**src/design/pio_defines.svh**
```systemverilog
`ifndef PIO_DEFINES_SVH
`define PIO_DEFINES_SVH
// ****************************************
// register indices, byte address = 4 * index
// ****************************************
`define PIO_IX_PIN_B   8'h03
`define PIO_IX_DIR_B   8'h04
`define PIO_IX_LAT_B   8'h05
`define PIO_IX_PIN_C   8'h06
`define PIO_IX_DIR_C   8'h07
`define PIO_IX_LAT_C   8'h08
`define PIO_IX_PIN_D   8'h09
`define PIO_IX_DIR_D   8'h0a
`define PIO_IX_LAT_D   8'h0b
`define PIO_IX_CORE    8'h35
`define PIO_IX_SNS_LO  8'h40
`define PIO_IX_SNS_HI  8'h41
`define PIO_IX_EXT_EN  8'h42
`define PIO_IX_EXT_FLG 8'h43
`define PIO_IX_CHG_EN  8'h44
`define PIO_IX_CHG_FLG 8'h45
`define PIO_IX_MSK_LO  8'h46
`define PIO_IX_MSK_HI  8'h47
`define PIO_IX_SLEEP   8'h48
`define PIO_IX_IRQ_ST  8'h49
`define PIO_IX_IRQ_CLR 8'h4a
`define PIO_IX_IRQ_EN  8'h4b
// ****************************************
// fields and reset values
// ****************************************
`define PIO_PORT_C_OUTPUT_LATCH_MASK 8'hf7
`define PIO_CORE_MASK  8'h93
`define PIO_PUD_BIT    4
`define PIO_SLP_ON     0
`define PIO_SLP_IDLE   1
`define PIO_RST_BYTE   8'h00
`define PIO_SNS_LEVEL  2'b00
`define PIO_SNS_ANY    2'b01
`define PIO_SNS_FALL   2'b10
`define PIO_SNS_RISE   2'b11
`define PIO_RESP_OK    2'b00
`define PIO_RESP_ERR   2'b10
`endif

```
**src/design/pio_pkg.sv**
```systemverilog
package pio_pkg;
  // one port's pad controls, all registered
  typedef struct packed {
    logic [7:0] pull;
    logic [7:0] oe;
    logic [7:0] out;
  } pio_pad_t;
  // interrupt requests towards the core
  typedef struct packed {
    logic [1:0] chg;
    logic [7:0] ext;
  } pio_irq_t;
endpackage

```
**src/design/pio_top.sv**
```systemverilog
`timescale 1ns/1ps
`include "pio_defines.svh"
module pio_top import pio_pkg::*; #(
  parameter int AW = 12
) (
  input  wire logic          aclk,
  input  wire logic          aresetn,
  input  wire logic [AW-1:0] awaddr,
  input  wire logic          awvalid,
  output logic               awready,
  input  wire logic [31:0]   wdata,
  input  wire logic [3:0]    wstrb,
  input  wire logic          wvalid,
  output logic               wready,
  output logic [1:0]         bresp,
  output logic               bvalid,
  input  wire logic          bready,
  input  wire logic [AW-1:0] araddr,
  input  wire logic          arvalid,
  output logic               arready,
  output logic [31:0]        rdata,
  output logic [1:0]         rresp,
  output logic               rvalid,
  input  wire logic          rready,
  input  wire logic [7:0]    pin_b_i,
  input  wire logic [7:0]    pin_c_i,
  input  wire logic [7:0]    pin_d_i,
  output pio_pad_t           pad_b,
  output pio_pad_t           pad_c,
  output pio_pad_t           pad_d,
  input  wire logic [7:0]    ext_irq_ack,
  input  wire logic [1:0]    change_irq_ack,
  output pio_irq_t           irq_req,
  output logic               irq,
  output logic               wake
);
  logic [23:0]   s1, s2, s3, filt, filt_old;
  logic [7:0]    ext_in, trig, lvl, lvl_mode, ext_set, ext_clr;
  logic [3:0]    ext_old;
  logic [7:4]    samp_now, samp_old;
  logic [12:0]   chg_in, chg_old, chg_diff;
  logic [15:0]   sense;
  logic [9:0]    irq_ev;
  logic          grp_lo, grp_hi, io_run, io_tick, wake_ev;
  logic          aw_got, w_got, do_write, wr, wstrb_q;
  logic [AW-1:0] aw_addr;
  logic [7:0]    w_data, wix;
  logic [8:0]    rd_ar, rd_aw;
  logic [7:0]    lat_b, lat_c, lat_d, dir_b, dir_c, dir_d, core_ctl;
  logic [7:0]    sns_lo, sns_hi, ext_en, ext_flag, msk_lo;
  logic [4:0]    msk_hi;
  logic [1:0]    chg_en, chg_flag, slp;
  logic [9:0]    irq_st, irq_en;

  // ****************************************
  // address decode
  // ****************************************
  function automatic logic [8:0] rd_val(input logic [AW-1:0] a);
    logic [7:0] ix;
    ix = a[9:2];
    rd_val = 9'h000;
    if (a[AW-1:10] != '0) rd_val = 9'h000;
    else if (ix == `PIO_IX_PIN_B) rd_val = {1'b1, filt[7:0]};
    else if (ix == `PIO_IX_DIR_B) rd_val = {1'b1, dir_b};
    else if (ix == `PIO_IX_LAT_B) rd_val = {1'b1, lat_b};
    else if (ix == `PIO_IX_PIN_C) rd_val = {1'b1, filt[15:8] & `PIO_PORT_C_OUTPUT_LATCH_MASK};
    else if (ix == `PIO_IX_DIR_C) rd_val = {1'b1, dir_c};
    else if (ix == `PIO_IX_LAT_C) rd_val = {1'b1, lat_c};
    else if (ix == `PIO_IX_PIN_D) rd_val = {1'b1, filt[23:16]};
    else if (ix == `PIO_IX_DIR_D) rd_val = {1'b1, dir_d};
    else if (ix == `PIO_IX_LAT_D) rd_val = {1'b1, lat_d};
    else if (ix == `PIO_IX_CORE) rd_val = {1'b1, core_ctl};
    else if (ix == `PIO_IX_SNS_LO) rd_val = {1'b1, sns_lo};
    else if (ix == `PIO_IX_SNS_HI) rd_val = {1'b1, sns_hi};
    else if (ix == `PIO_IX_EXT_EN) rd_val = {1'b1, ext_en};
    else if (ix == `PIO_IX_EXT_FLG) rd_val = {1'b1, ext_flag};
    else if (ix == `PIO_IX_CHG_EN) rd_val = {1'b1, 6'h00, chg_en};
    else if (ix == `PIO_IX_CHG_FLG) rd_val = {1'b1, 6'h00, chg_flag};
    else if (ix == `PIO_IX_MSK_LO) rd_val = {1'b1, msk_lo};
    else if (ix == `PIO_IX_MSK_HI) rd_val = {1'b1, 3'h0, msk_hi};
    else if (ix == `PIO_IX_SLEEP) rd_val = {1'b1, 6'h00, slp};
    else if (ix == `PIO_IX_IRQ_ST) rd_val = {1'b1, irq_st[7:0]};
    else if (ix == `PIO_IX_IRQ_CLR) rd_val = 9'h100;
    else if (ix == `PIO_IX_IRQ_EN) rd_val = {1'b1, irq_en[7:0]};
  endfunction
  // group status bits 9:8 are not readable, only cleared through the clear register
  // always_comb follows the registers the function reads, a plain assign would not
  always_comb begin
    rd_ar = rd_val(araddr);
    rd_aw = rd_val(aw_addr);
  end
  assign wix = aw_addr[9:2];
  assign do_write = aw_got & w_got & ~bvalid;
  assign wr = do_write & rd_aw[8] & wstrb_q;

  // ****************************************
  // axi4-lite write channel
  // ****************************************
  always_ff @(posedge aclk) begin
    if (!aresetn) begin
      awready <= 1'b0;
      aw_got <= 1'b0;
      aw_addr <= '0;
    end else if (awvalid && awready) begin
      awready <= 1'b0;
      aw_got <= 1'b1;
      aw_addr <= awaddr;
    end else if (do_write) begin
      aw_got <= 1'b0;
    end else if (!aw_got && !bvalid) begin
      awready <= 1'b1;
    end
  end
  always_ff @(posedge aclk) begin
    if (!aresetn) begin
      wready <= 1'b0;
      w_got <= 1'b0;
      w_data <= `PIO_RST_BYTE;
      wstrb_q <= 1'b0;
    end else if (wvalid && wready) begin
      wready <= 1'b0;
      w_got <= 1'b1;
      w_data <= wdata[7:0];
      wstrb_q <= wstrb[0];
    end else if (do_write) begin
      w_got <= 1'b0;
    end else if (!w_got && !bvalid) begin
      wready <= 1'b1;
    end
  end
  always_ff @(posedge aclk) begin
    if (!aresetn) begin
      bvalid <= 1'b0;
      bresp <= `PIO_RESP_OK;
    end else if (do_write) begin
      bvalid <= 1'b1;
      bresp <= rd_aw[8] ? `PIO_RESP_OK : `PIO_RESP_ERR;
    end else if (bready) begin
      bvalid <= 1'b0;
    end
  end

  // ****************************************
  // axi4-lite read channel
  // ****************************************
  always_ff @(posedge aclk) begin
    if (!aresetn) begin
      arready <= 1'b0;
      rvalid <= 1'b0;
      rdata <= 32'h0000_0000;
      rresp <= `PIO_RESP_OK;
    end else if (arvalid && arready) begin
      arready <= 1'b0;
      rvalid <= 1'b1;
      rdata <= {24'h00_0000, rd_ar[7:0]};
      rresp <= rd_ar[8] ? `PIO_RESP_OK : `PIO_RESP_ERR;
    end else if (rvalid && rready) begin
      rvalid <= 1'b0;
    end else if (!rvalid) begin
      arready <= 1'b1;
    end
  end

  // ****************************************
  // port registers
  // ****************************************
  // writing ones to a pin input register toggles the output latch
  always_ff @(posedge aclk) begin
    if (!aresetn) begin
      lat_b <= `PIO_RST_BYTE;
      lat_c <= `PIO_RST_BYTE;
      lat_d <= `PIO_RST_BYTE;
      dir_b <= `PIO_RST_BYTE;
      dir_c <= `PIO_RST_BYTE;
      dir_d <= `PIO_RST_BYTE;
      core_ctl <= `PIO_RST_BYTE;
    end else if (wr) begin
      if (wix == `PIO_IX_PIN_B) lat_b <= lat_b ^ w_data;
      else if (wix == `PIO_IX_DIR_B) dir_b <= w_data;
      else if (wix == `PIO_IX_LAT_B) lat_b <= w_data;
      else if (wix == `PIO_IX_PIN_C) lat_c <= (lat_c ^ w_data) & `PIO_PORT_C_OUTPUT_LATCH_MASK;
      else if (wix == `PIO_IX_DIR_C) dir_c <= w_data & `PIO_PORT_C_OUTPUT_LATCH_MASK;
      else if (wix == `PIO_IX_LAT_C) lat_c <= w_data & `PIO_PORT_C_OUTPUT_LATCH_MASK;
      else if (wix == `PIO_IX_PIN_D) lat_d <= lat_d ^ w_data;
      else if (wix == `PIO_IX_DIR_D) dir_d <= w_data;
      else if (wix == `PIO_IX_LAT_D) lat_d <= w_data;
      else if (wix == `PIO_IX_CORE) core_ctl <= w_data & `PIO_CORE_MASK;
    end
  end
  always_ff @(posedge aclk) begin
    if (!aresetn) begin
      pad_b <= '0;
      pad_c <= '0;
      pad_d <= '0;
    end else begin
      pad_b <= '{pull: ~dir_b & lat_b & {8{~core_ctl[`PIO_PUD_BIT]}}, oe: dir_b, out: lat_b};
      pad_c <= '{pull: ~dir_c & lat_c & {8{~core_ctl[`PIO_PUD_BIT]}}, oe: dir_c, out: lat_c};
      pad_d <= '{pull: ~dir_d & lat_d & {8{~core_ctl[`PIO_PUD_BIT]}}, oe: dir_d, out: lat_d};
    end
  end

  // ****************************************
  // interrupt control registers
  // ****************************************
  always_ff @(posedge aclk) begin
    if (!aresetn) begin
      sns_lo <= `PIO_RST_BYTE;
      sns_hi <= `PIO_RST_BYTE;
      ext_en <= `PIO_RST_BYTE;
      chg_en <= 2'b00;
      msk_lo <= `PIO_RST_BYTE;
      msk_hi <= 5'h00;
      irq_en <= 10'h000;
    end else if (wr) begin
      if (wix == `PIO_IX_SNS_LO) sns_lo <= w_data;
      else if (wix == `PIO_IX_SNS_HI) sns_hi <= w_data;
      else if (wix == `PIO_IX_EXT_EN) ext_en <= w_data;
      else if (wix == `PIO_IX_CHG_EN) chg_en <= w_data[1:0];
      else if (wix == `PIO_IX_MSK_LO) msk_lo <= w_data;
      else if (wix == `PIO_IX_MSK_HI) msk_hi <= w_data[4:0];
      else if (wix == `PIO_IX_IRQ_EN) irq_en <= {chg_en, w_data}; // group enables copy the change enables
    end
  end

  // ****************************************
  // pin synchroniser, three stages with agreement
  // ****************************************
  always_ff @(posedge aclk) begin
    if (!aresetn) begin
      s1 <= 24'h00_0000;
      s2 <= 24'h00_0000;
      s3 <= 24'h00_0000;
      filt <= 24'h00_0000;
      filt_old <= 24'h00_0000;
    end else begin
      s1 <= {pin_d_i, pin_c_i, pin_b_i};
      s2 <= s1;
      s3 <= s2;
      filt <= ((s2 ~^ s3) & s3) | ((s2 ^ s3) & filt);
      filt_old <= filt;
    end
  end
  // pins are watched on the pad side, so driven outputs count too
  assign ext_in = {filt[23], filt[22], filt[20], filt[15], filt[19:16]};
  assign ext_old = filt_old[19:16];
  assign chg_in = {filt[21], filt[10], filt[14:12], filt[7:0]};
  assign chg_old = {filt_old[21], filt_old[10], filt_old[14:12], filt_old[7:0]};
  assign sense = {sns_hi, sns_lo};

  // ****************************************
  // gated i/o clock domain, as an enable
  // ****************************************
  always_ff @(posedge aclk) begin
    if (!aresetn) begin
      io_run <= 1'b1;
      io_tick <= 1'b0;
      samp_now <= 4'h0;
      samp_old <= 4'h0;
    end else begin
      io_run <= ~(slp[`PIO_SLP_ON] & ~slp[`PIO_SLP_IDLE]);
      io_tick <= io_run;
      if (io_run) begin
        samp_now <= ext_in[7:4];
        samp_old <= samp_now;
      end
    end
  end

  // ****************************************
  // external pin sense logic
  // ****************************************
  for (genvar n = 0; n < 8; n++) begin : g_ext
    logic [1:0] sel;
    logic       cur, old, gate;
    assign sel = sense[2*n+1 -: 2];
    if (n < 4) begin : g_async
      assign cur = ext_in[n];
      assign old = ext_old[n];
      assign gate = 1'b1;
    end else begin : g_sync
      assign cur = samp_now[n];
      assign old = samp_old[n];
      assign gate = io_tick;
    end
    always_comb begin
      case (sel)
        `PIO_SNS_ANY:  trig[n] = cur ^ old;
        `PIO_SNS_FALL: trig[n] = old & ~cur;
        `PIO_SNS_RISE: trig[n] = ~old & cur;
        default:       trig[n] = 1'b0;
      endcase
    end
    assign lvl_mode[n] = (sel == `PIO_SNS_LEVEL);
    assign lvl[n] = lvl_mode[n] & ~ext_in[n];
    assign ext_set[n] = trig[n] & gate;
  end
  assign ext_clr = ((wr && wix == `PIO_IX_EXT_FLG) ? w_data : 8'h00) | ext_irq_ack;

  // set wins over clear; level mode holds the flag at zero
  always_ff @(posedge aclk) begin
    if (!aresetn) begin
      ext_flag <= `PIO_RST_BYTE;
    end else begin
      ext_flag <= (ext_set | (ext_flag & ~ext_clr)) & ~lvl_mode;
    end
  end

  // ****************************************
  // pin change groups
  // ****************************************
  assign chg_diff = chg_in ^ chg_old;
  assign grp_lo = |(chg_diff[7:0] & msk_lo);
  assign grp_hi = |(chg_diff[12:8] & msk_hi);
  always_ff @(posedge aclk) begin
    if (!aresetn) begin
      chg_flag <= 2'b00;
    end else begin
      chg_flag <= {grp_hi, grp_lo} | (chg_flag & ~(change_irq_ack |
                  ((wr && wix == `PIO_IX_CHG_FLG) ? w_data[1:0] : 2'b00)));
    end
  end

  // ****************************************
  // requests, sticky status, sleep and wake
  // ****************************************
  assign irq_ev = {grp_hi, grp_lo, ext_set | lvl};
  assign wake_ev = grp_lo | grp_hi | (|ext_set[3:0]) | (|(lvl & ext_en));
  always_ff @(posedge aclk) begin
    if (!aresetn) begin
      irq_req <= '0;
      irq_st <= 10'h000;
      irq <= 1'b0;
    end else begin
      irq_req <= '{chg: chg_flag & chg_en, ext: ext_en & (ext_flag | lvl)};
      irq_st <= irq_ev | (irq_st & ~((wr && wix == `PIO_IX_IRQ_CLR) ? {2'b11, w_data} : 10'h000));
      irq <= |(irq_st & irq_en);
    end
  end
  // a wake event ends sleep even if software writes the same cycle
  always_ff @(posedge aclk) begin
    if (!aresetn) begin
      slp <= 2'b00;
      wake <= 1'b0;
    end else begin
      wake <= slp[`PIO_SLP_ON] & wake_ev;
      if (slp[`PIO_SLP_ON] && wake_ev) slp[`PIO_SLP_ON] <= 1'b0;
      else if (wr && wix == `PIO_IX_SLEEP) slp <= w_data[1:0];
    end
  end
endmodule

```
**config.mk**
```make
export PLATFORM = sky130hd
export DESIGN_NAME = pio_top
export DESIGN_NICKNAME = d
export VERILOG_FILES = /design/src/design/pio_pkg.sv /design/src/design/pio_top.sv
export VERILOG_INCLUDE_DIRS = /design/src /design/src/design
export SDC_FILE = /design/constraint.sdc
export NUM_CORES = 1
export LEC_CHECK = 0
export BUFFER_PORTS_ARGS = -buffer_cell sky130_fd_sc_hd__buf_2
export CAP_MARGIN = 20
export CORE_ASPECT_RATIO = 1.5
export CORE_UTILIZATION = 55
export DETAILED_ROUTE_END_ITERATION = 16
export PLACE_DENSITY = 0.84
export SYNTH_ARGS = -nofsm -noshare
export SYNTH_HDL_FRONTEND = slang
export SYNTH_SLANG_ARGS = --single-unit
export TNS_END_PERCENT = 10
```
**constraint.sdc**
```tcl
create_clock -name aclk -period 2.7 [get_ports aclk]
set_input_delay 0.135 -clock aclk [delete_from_list [all_inputs] [get_ports aclk]]
set_output_delay 0.135 -clock aclk [all_outputs]
set_load 0.005 [all_outputs]
```
* After elaboration in Yosys (flattened, before gate mapping)
Cells that the tools add are included.
** Storage, ports and cells
- Word-level logic and storage cells :: 386
- Bits in latches :: 0
- Register bits after elaboration :: 373
- Bits of input ports :: 101
- Bits in writable memories :: 0
- Memories :: 0
- Output and inout port bits :: 125
- Memory bits (read-only) :: 0
** Operators by class
- Order comparisons :: 0
- Shifts and indexed selects :: 0
- Add/sub/neg operators :: 0
- Equal/unequal tests :: 71
- Bitwise gates (word level) :: 128
- Multiplexer cells :: 75
- Reduce and logical (&&, ||, !) cells :: 58
- Multiply operators :: 0
- Div/mod/pow operators :: 0
** Operators with widths (number)
- $mux W9 :: 46
- $eq A8 B7 Y1 const B :: 24
- $and A8 B8 Y8 :: 11
- $mux W8 :: 10
- $eq A8 B3 Y1 const B :: 8
- $eq A8 B4 Y1 const B :: 8
- $and A24 B24 Y24 :: 2
- $not A1 Y1 :: 44
- $not A8 Y8 :: 5
- $and A1 B1 Y1 :: 34
- $eq A2 B2 Y1 const B :: 16
- $or A8 B8 Y8 :: 4
- $or A24 B24 Y24 :: 1
- $pmux W1 S3 :: 8
- $xnor A24 B24 Y24 :: 1
- $xor A24 B24 Y24 :: 1
- $xor A8 B8 Y8 :: 3
- $and A10 B10 Y10 :: 2
- $reduce_and A6 Y1 :: 3
- $reduce_and A9 Y1 :: 2
- $reduce_bool A2 Y1 :: 9
- $eq A2 B1 Y1 const B :: 8
- $eq A8 B2 Y1 const B :: 2
- $eq A8 B6 Y1 const B :: 2
- 28 further kinds :: 78

* Depth between registers and ports, before layout
Gate-level depths: netlist (run 1).
- Word-level depth :: 33
- Mapped depth :: 9
- Mapped depth without buffers :: 8

* Least setup slack after synthesis (run 1)
OpenSTA, ideal clock, no wires.
- Path type :: reg2reg
- Start point :: register filt[17]
- End point :: register slp[1]
- Stages on the path, launching flop included :: 9
- Data arrival time :: 2202 ps
- Required time :: 2568 ps
- Slack :: 365 ps
- Buffers on the path :: 0
- Clock period less this slack :: 2335 ps
- Library setup time :: 132 ps
- Cells stage by stage :: dfxtp_1 inv_1 ha_1 nand2b_1 a32o_1 or4b_1 o41a_1 o31ai_1 a21oi_1
** Between the ends
- Word-level cells in the longest chain between the ends :: 9
- Elaborated cells between the ends (all ways) :: 14
- Those cells by class :: mux: 1; bitwise: 9; reduce/logical: 4
** RTL lines
- start, declared :: RTL line pio_top.sv:37 : logic [23:0] s1, s2, s3, filt, filt_old;
- start signal, assigned :: RTL line pio_top.sv:239 : filt <= ((s2 ~^ s3) & s3) | ((s2 ^ s3) & filt);
- $not A1 Y1 :: RTL line pio_top.sv:288, pio_top.sv:294
- $and A1 B1 Y1 :: RTL line pio_top.sv:288 : `PIO_SNS_FALL: trig[n] = old & ~cur;
- $pmux W1 S3 :: RTL line pio_top.sv:286 : case (sel)
- $reduce_or A4 Y1 :: RTL line pio_top.sv:327 : assign wake_ev = grp_lo | grp_hi | (|ext_set[3:0]) | (|(lvl & ext_en));
- $or A1 B1 Y1 :: RTL line pio_top.sv:327
- $or A1 B1 Y1 (*) :: RTL line pio_top.sv:327
- $logic_and A1 B1 Y1 (*) :: RTL line pio_top.sv:346 : if (slp[`PIO_SLP_ON] && wake_ev) slp[`PIO_SLP_ON] <= 1'b0;
- $not A1 Y1 (no line) (*)
- $reduce_and A2 Y1 (no line) (*)
- end signal, assigned :: RTL line pio_top.sv:347 : else if (wr && wix == `PIO_IX_SLEEP) slp <= w_data[1:0];
- end, declared :: RTL line pio_top.sv:52 : logic [1:0] chg_en, chg_flag, slp;
Every way passes the cells marked *; elsewhere a longest branch is shown, timed or not.
A chain may end at the register's enable or synchronous reset.

* Final worst setup path (run 1)
- Start point :: register filt[16]
- End point :: register slp[1]
The elaborated chain is that of the path after synthesis.

==> results of run 1 <==
-- sequential cells by signal (all words and copies together), names as in the netlist, 10 cells and up --
signal and count:
pad_b 24, pad_d 24, filt 23, s1 23, s2 23, s3 23
pad_c 21, filt_old 17, aw_addr 10, irq_en 10, irq_req 10, irq_st 10
-- cells in the mapped netlist, drive strengths merged (5+ instances only) --
cell type and number:
dfxtp 357, nand2 193, a21oi 141, o21ai 141, and2 138, nor2 119
clkbuf 75, buf 52, ha 39, inv 35, mux2i 32, nor3b 26
a22oi 25, nand3 25, nand2b 24, nand4 22, nor3 21, nor2b 17
xor2 14, a221oi 12, a31oi 12, o211ai 11, a21boi 9, o211a 9
mux2 7, nor4b 7, o31a 7, a32oi 6, and3 6, o221a 6
o22ai 6, a22o 5, o32ai 5
-- stage by stage --
stage / area, um^2 / util, %
6_report: 17910 / 67.61
5_1_grt: 17900 / 67.60
4_1_cts: 17900 / 67.59
3_5_place_dp: 16190 / 61.12
3_3_place_gp: 16190 / 61.12
2_1_floorplan: 14960 / -
-- path summary, 6_finish.rpt --
| check | slack [ns] | startpoint | end | cells after the start |
|---|---|---|---|---|
| max | 0.15 | filt[16] | slp[1] | 8 |
| min reg2reg | 0.43 | s1[3] | s2[3] | 1 |
| min | 0.08 | ext_irq_ack[4] | ext_flag[4] | 4 |
| max reg2reg | 0.15 | filt[16] | slp[1] | 8 |
-- critical path, stage by stage, from the launching register on --
cell and delay, ns:
dfxtp_1 0.39, inv_1 0.10, ha_1 0.29, nand2b_1 0.05, a32o_2 0.29, or4b_1 0.57
o41a_1 0.43, o31ai_1 0.20, a21oi_1 0.09
-- routing by layer --
layer / up-vias / track usage [%]
met3: 210 / 4.748
met5: - / 0
met2: 774 / 60.46
met1: 6317 / 40.27
met4: 0 / 25.91
li1: 6234 / -
-- timing repair --
item                                   CTS  global route
endpoints found under the hold margin   54             0
gates resized for setup                  0             0
hold buffers                            52             0
-- power breakdown --
group          internal, mW  total [mW]  switching [mW]
logic                 0.238       0.609           0.371
registers              5.34        5.42          0.0820
clock network          3.05        5.11            2.06
total                  8.63        11.1            2.52
-- kinds of logic after synthesis --
| group | synth area share, % |
|---|---|
| buf+inv | 4.962 |
| xor+xnor | 0.8256 |
| compound gates | 18.23 |
| mux | 3.168 |
| fa+ha+maj | 3.286 |
| flops | 48.12 |
| other cells | 0.02525 |
| simple gates | 21.38 |
-- final cells by class --
class                   count  area [um^2]  share of cell area [%]
diodes                      2        5.005                 0.02795
flip-flops and latches    357         7147                   39.91
inverters                  35        132.6                  0.7406
clock inverters            15        256.5                   1.432
clock buffers              43        934.6                   5.219
repair buffers            295         1937                   10.82
multi-input cells        1177         7073                   39.50
well taps                 337        421.7                   2.355
==> impl_metrics.json, run 1 <==
{
  "yosysTopAreaCell": "dfxtp_1",
  "synth_ff_type": "dfxtp_1",
  "nets": 2040,
  "viasPerCell": 5.986,
  "cts_made_buffers": 34,
  "start_util_pct": 56.07,
  "detailedPlace.worstSlack_ns": 0.2176,
  "layout_common_cells": "357 x dfxtp_1, 192 x nand2_1, 163 x buf_2",
  "antenna_found_initial": 1,
  "post-route-min-period_ns": 2.553,
  "track_usage_pct": 35.54,
  "finalSetupViolCount": 0,
  "num_rows": 73,
  "ys_top_cells_by_area": "dfxtp_1 48%, and2_1 5.8%, nand2_1 4.9%",
  "drive_gt1_share_pct": 17.27,
  "final_common_cell": "dfxtp_1",
  "drv_slew": 0,
  "p_per_area_nw_per_um2": 622.2,
  "first_global_vias": 13163,
  "first_iter_violations": 1249,
  "path_class": "reg2reg",
  "crit_path_end_kind": "flip-flop",
  "cts-root-buf": "clkbuf_16",
  "fin_crit_sh_pct": 94.57,
  "ant_nets": 0,
  "ioPinCount": 226,
  "grt.overflow.total": 0,
  "place_inst": 2149,
  "die_x_um": 136.2,
  "ys_seq_area_share_pct": 48.12,
  "final_cells": 2261,
  "max-cap-violations": 0,
  "synthCells": 1668,
  "path_clk_slew_ns": 0.06,
  "cts-htree-levels": 2,
  "power_mw": 11.14,
  "synth_edf_count": 0,
  "slew_headroom_pct": 35.69,
  "yosys.area.top_type_share_pct": 48.12,
  "gp_congestion": 0.9863,
  "cp_max_fo": 4,
  "fin_ws_ns": 0.1465,
  "peakVddDrop_uv": 694.9,
  "drc": 0,
  "routed_wl_mm": 48.66,
  "hold_viol_final": 0,
  "status": "finished, final reports clean",
  "avgSynthCellArea_um2": 8.904,
  "port_buffers": 164,
  "async_reset_ff_share_pct": 0,
  "cts_tree": "yes",
  "dr_total_vias": 13535,
  "dpl.hpwl_mm": 34.55,
  "fillers": 2069,
  "hold_class": "in2reg",
  "top_layer": "met4",
  "power_leakage_nw": 7.494,
  "clk_latency_ns": 0.54,
  "die_y_um": 203.3,
  "start_kind": "flip-flop",
  "drt_pre_antenna_iters": 5,
  "fin_hold_ws_ns": 0.07818,
  "cp.arrival_ns": 2.94,
  "post_cts_buffers": 0,
  "grt_max_degree": 79,
  "coreArea_um2": 26490,
  "wl_met2_mm": 23.98,
  "rsz0062_at_grt": "no",
  "tightest_slew_ns": 0.9646,
  "synth_area_um2": 14850,
  "synth_seq_cells": 357,
  "area_growth_pct": 20.57,
  "clkSinkCount": 357,
  "grt_pass1_wl_mm": 74.48,
  "required_ns": 3.09,
  "setup_tns_ns": 0,
  "fin_skew_ns": 0.01887,
  "ys_warn_count": 0,
  "post_drt_wl_per_cell_um": 21.52,
  "clk_path_buf_depth": 3,
  "dr_wl_met3_mm": 3.335,
  "yosys.cell_types.count": 80,
  "met1_length_mm": 17.62,
  "die-area_um2": 27680,
  "max_freq_mhz": 391.6
}
Note: power is estimated with default switching activity, not from simulation.
==> inputs of run 2 (changes only) <==
- CORE_UTILIZATION: 55 -> 51
- PLACE_DENSITY: 0.84 -> 0.82
- clock period: 2.7 -> 2.1 ns (I/O delays scaled with it)
==> impl_metrics.json, run 2 (synthesized netlist as in run 1, its figures left out) <==
{
  "status": "complete, but fails checks",
  "violations": "setup timing",
  "met1_length_mm": 18.78,
  "ant_nets": 0,
  "dpl.hpwl_mm": 37.05,
  "finalSetupViolCount": 2,
  "path_class": "reg2reg",
  "hold_viol_final": 0,
  "die-area_um2": 29820,
  "die_y_um": 211,
  "holdPathStages": 4,
  "coreArea_um2": 28720,
  "wl_met2_mm": 25.42,
  "cts_made_buffers": 31,
  "track_usage_pct": 34.89,
  "grt_max_degree": 134,
  "hold_class": "in2reg",
  "first_global_vias": 13454,
  "drv_slew": 0,
  "die_x_um": 141.3,
  "fin_skew_ns": 0.01314,
  "num_rows": 76,
  "grt.overflow.total": 0,
  "final_cells": 2417,
  "clk_path_buf_depth": 3,
  "r2r_start": "filt[17]",
  "place_inst": 2300,
  "routed_wl_mm": 52.13,
  "dr_wl_met3_mm": 3.307,
  "drive_gt1_share_pct": 22.27,
  "max-cap-violations": 0,
  "p_per_area_nw_per_um2": 734.2,
  "clk_latency_ns": 0.59,
  "clkSinkCount": 357,
  "cp.arrival_ns": 2.77,
  "area_growth_pct": 26.82,
  "port_buffers": 164,
  "reg2reg_to": "slp[1]",
  "min_from": "ext_irq_ack[2]",
  "final_common_cell": "dfxtp_1",
  "drc": 0,
  "path_clk_slew_ns": 0.07,
  "fin_ws_ns": -0.2294,
  "largestRegisters": "pad_b x24, pad_d x24",
  "required_ns": 2.54,
  "worst_hold_path.endpoint": "ext_flag[2]",
  "cts_tree": "yes",
  "dr_total_vias": 13961,
  "gp_congestion": 1.005,
  "post-route-min-period_ns": 2.329,
  "nets": 2141,
  "slew_headroom_pct": 47.08,
  "peakVddDrop_uv": 1003,
  "placed_cell_area_um2": 17110,
  "power_leakage_nw": 8.021,
  "fin_crit_sh_pct": 110.9,
  "ioPinCount": 226,
  "first_iter_violations": 1163,
  "slowest_stage": "or4b_4",
  "stdcell_area_um2": 18840,
  "max_freq_mhz": 429.3,
  "reg2regPathDepth": 8,
  "post_drt_wl_per_cell_um": 21.57,
  "cts-htree-levels": 1,
  "crit_path_end_kind": "flip-flop",
  "viasPerCell": 5.776,
  "rsz0062_at_grt": "yes",
  "startpoint": "filt[17]",
  "crit_chain": "inv_4, ha_4, nand2b_1, a32o_2, or4b_4, o41a_1, o31ai_2, a21oi_1",
  "post_cts_buffers": 0,
  "drt_pre_antenna_iters": 7,
  "layout_common_cells": "351 x dfxtp_1, 190 x nand2_1, 169 x buf_4",
  "grt_pass1_wl_mm": 78.38,
  "reg2reg_slack_ns": -0.23,
  "cts-root-buf": "clkbuf_16",
  "cp_max_fo": 4,
  "antenna_found_initial": 1,
  "top_layer": "met4",
  "crit_path_max_incr_delay_ns": 0.54,
  "start_util_pct": 51.72,
  "start_kind": "flip-flop",
  "tightest_slew_ns": 0.7938
}
[run 2: changes by cell type in the layout (fill, tap and decap cells not counted), moves of 3 or more]
cell           before  now
buf_12              0    9
buf_4              80  169
bufinv_16           6    2
clkbuf_16          34   31
clkbuf_8            5   10
dfxtp_1           357  351
dfxtp_2             0    5
dlygate4sd3_1      52   58
inv_1              34   31
[run 2: worst max path at each step]
stage	to	slack, ns	cells after the start
6_report	slp[1]	-0.23	8
5_1_grt	slp[1]	-0.36	8
4_1_cts	slp[1]	-0.25	8
3_5_place_dp	slp[1]	-0.26	8
3_3_place_gp	slp[1]	-0.21	8
2_1_floorplan	slp[1]	-0.16	8
[run 2: what timing repair did]
action / CTS / global route
pin swaps: 2 / 0
endpoints found under the setup margin: 3 / 28
endpoints found under the hold margin: 67 / 0
hold buffers: 58 / 0
resized for setup: 6 / 13
[run 2: cell type report]
type	instances	area, um^2
flip-flops and latches	357	7157
well taps	390	488.0
inverters	35	135.1
fillers	2335	9882
clock inverters	14	153.9
diodes	2	5.005
repair buffers	399	2845
clock buffers	43	920.9
multi-input cells	1177	7131
[run 2: stage by stage]
stage	hold slack [ns]	setup WS (ns)	TNS, ns	power (mW)	util [%]
after floorplan	0.2323	-0.1561	-0.1561	7.530	-
after global placement	0.3095	-0.2130	-0.2130	7.862	59.58
after detailed placement	0.3131	-0.2636	-0.3025	7.871	59.58
after CTS	0.005621	-0.2522	-0.2890	13.79	65.48
after global routing	0.004991	-0.3614	-0.5939	14.20	65.58
final	0.006354	-0.2294	-0.2734	13.83	65.59
[run 2: power by group]
part / leakage (nW) / total (mW) / switching, mW / internal, mW
Clock: 0.529 / 5.98 / 2.65 / 3.33
Sequential: 2.90 / 6.96 / 0.0935 / 6.86
Combinational: 4.60 / 0.890 / 0.518 / 0.371
[run 2: worst max-delay path: cells and delay by family (launching register included)]
| kind | cells | cell delay (ns) |
|---|---|---|
| flip-flops | 1 | 0.37 |
| AO/OA/AOI/OAI | 4 | 0.94 |
| adder cells (fa/ha/maj) | 1 | 0.24 |
| buffers and inverters | 1 | 0.04 |
| AND/OR/NAND/NOR | 2 | 0.59 |
[run 2: metal layers]
metal	global-route usage [%]	up-vias
li1	-	6431
met1	37.79	6588
met2	60.87	728
met3	5.010	214
met4	27.40	0
met5	0	-
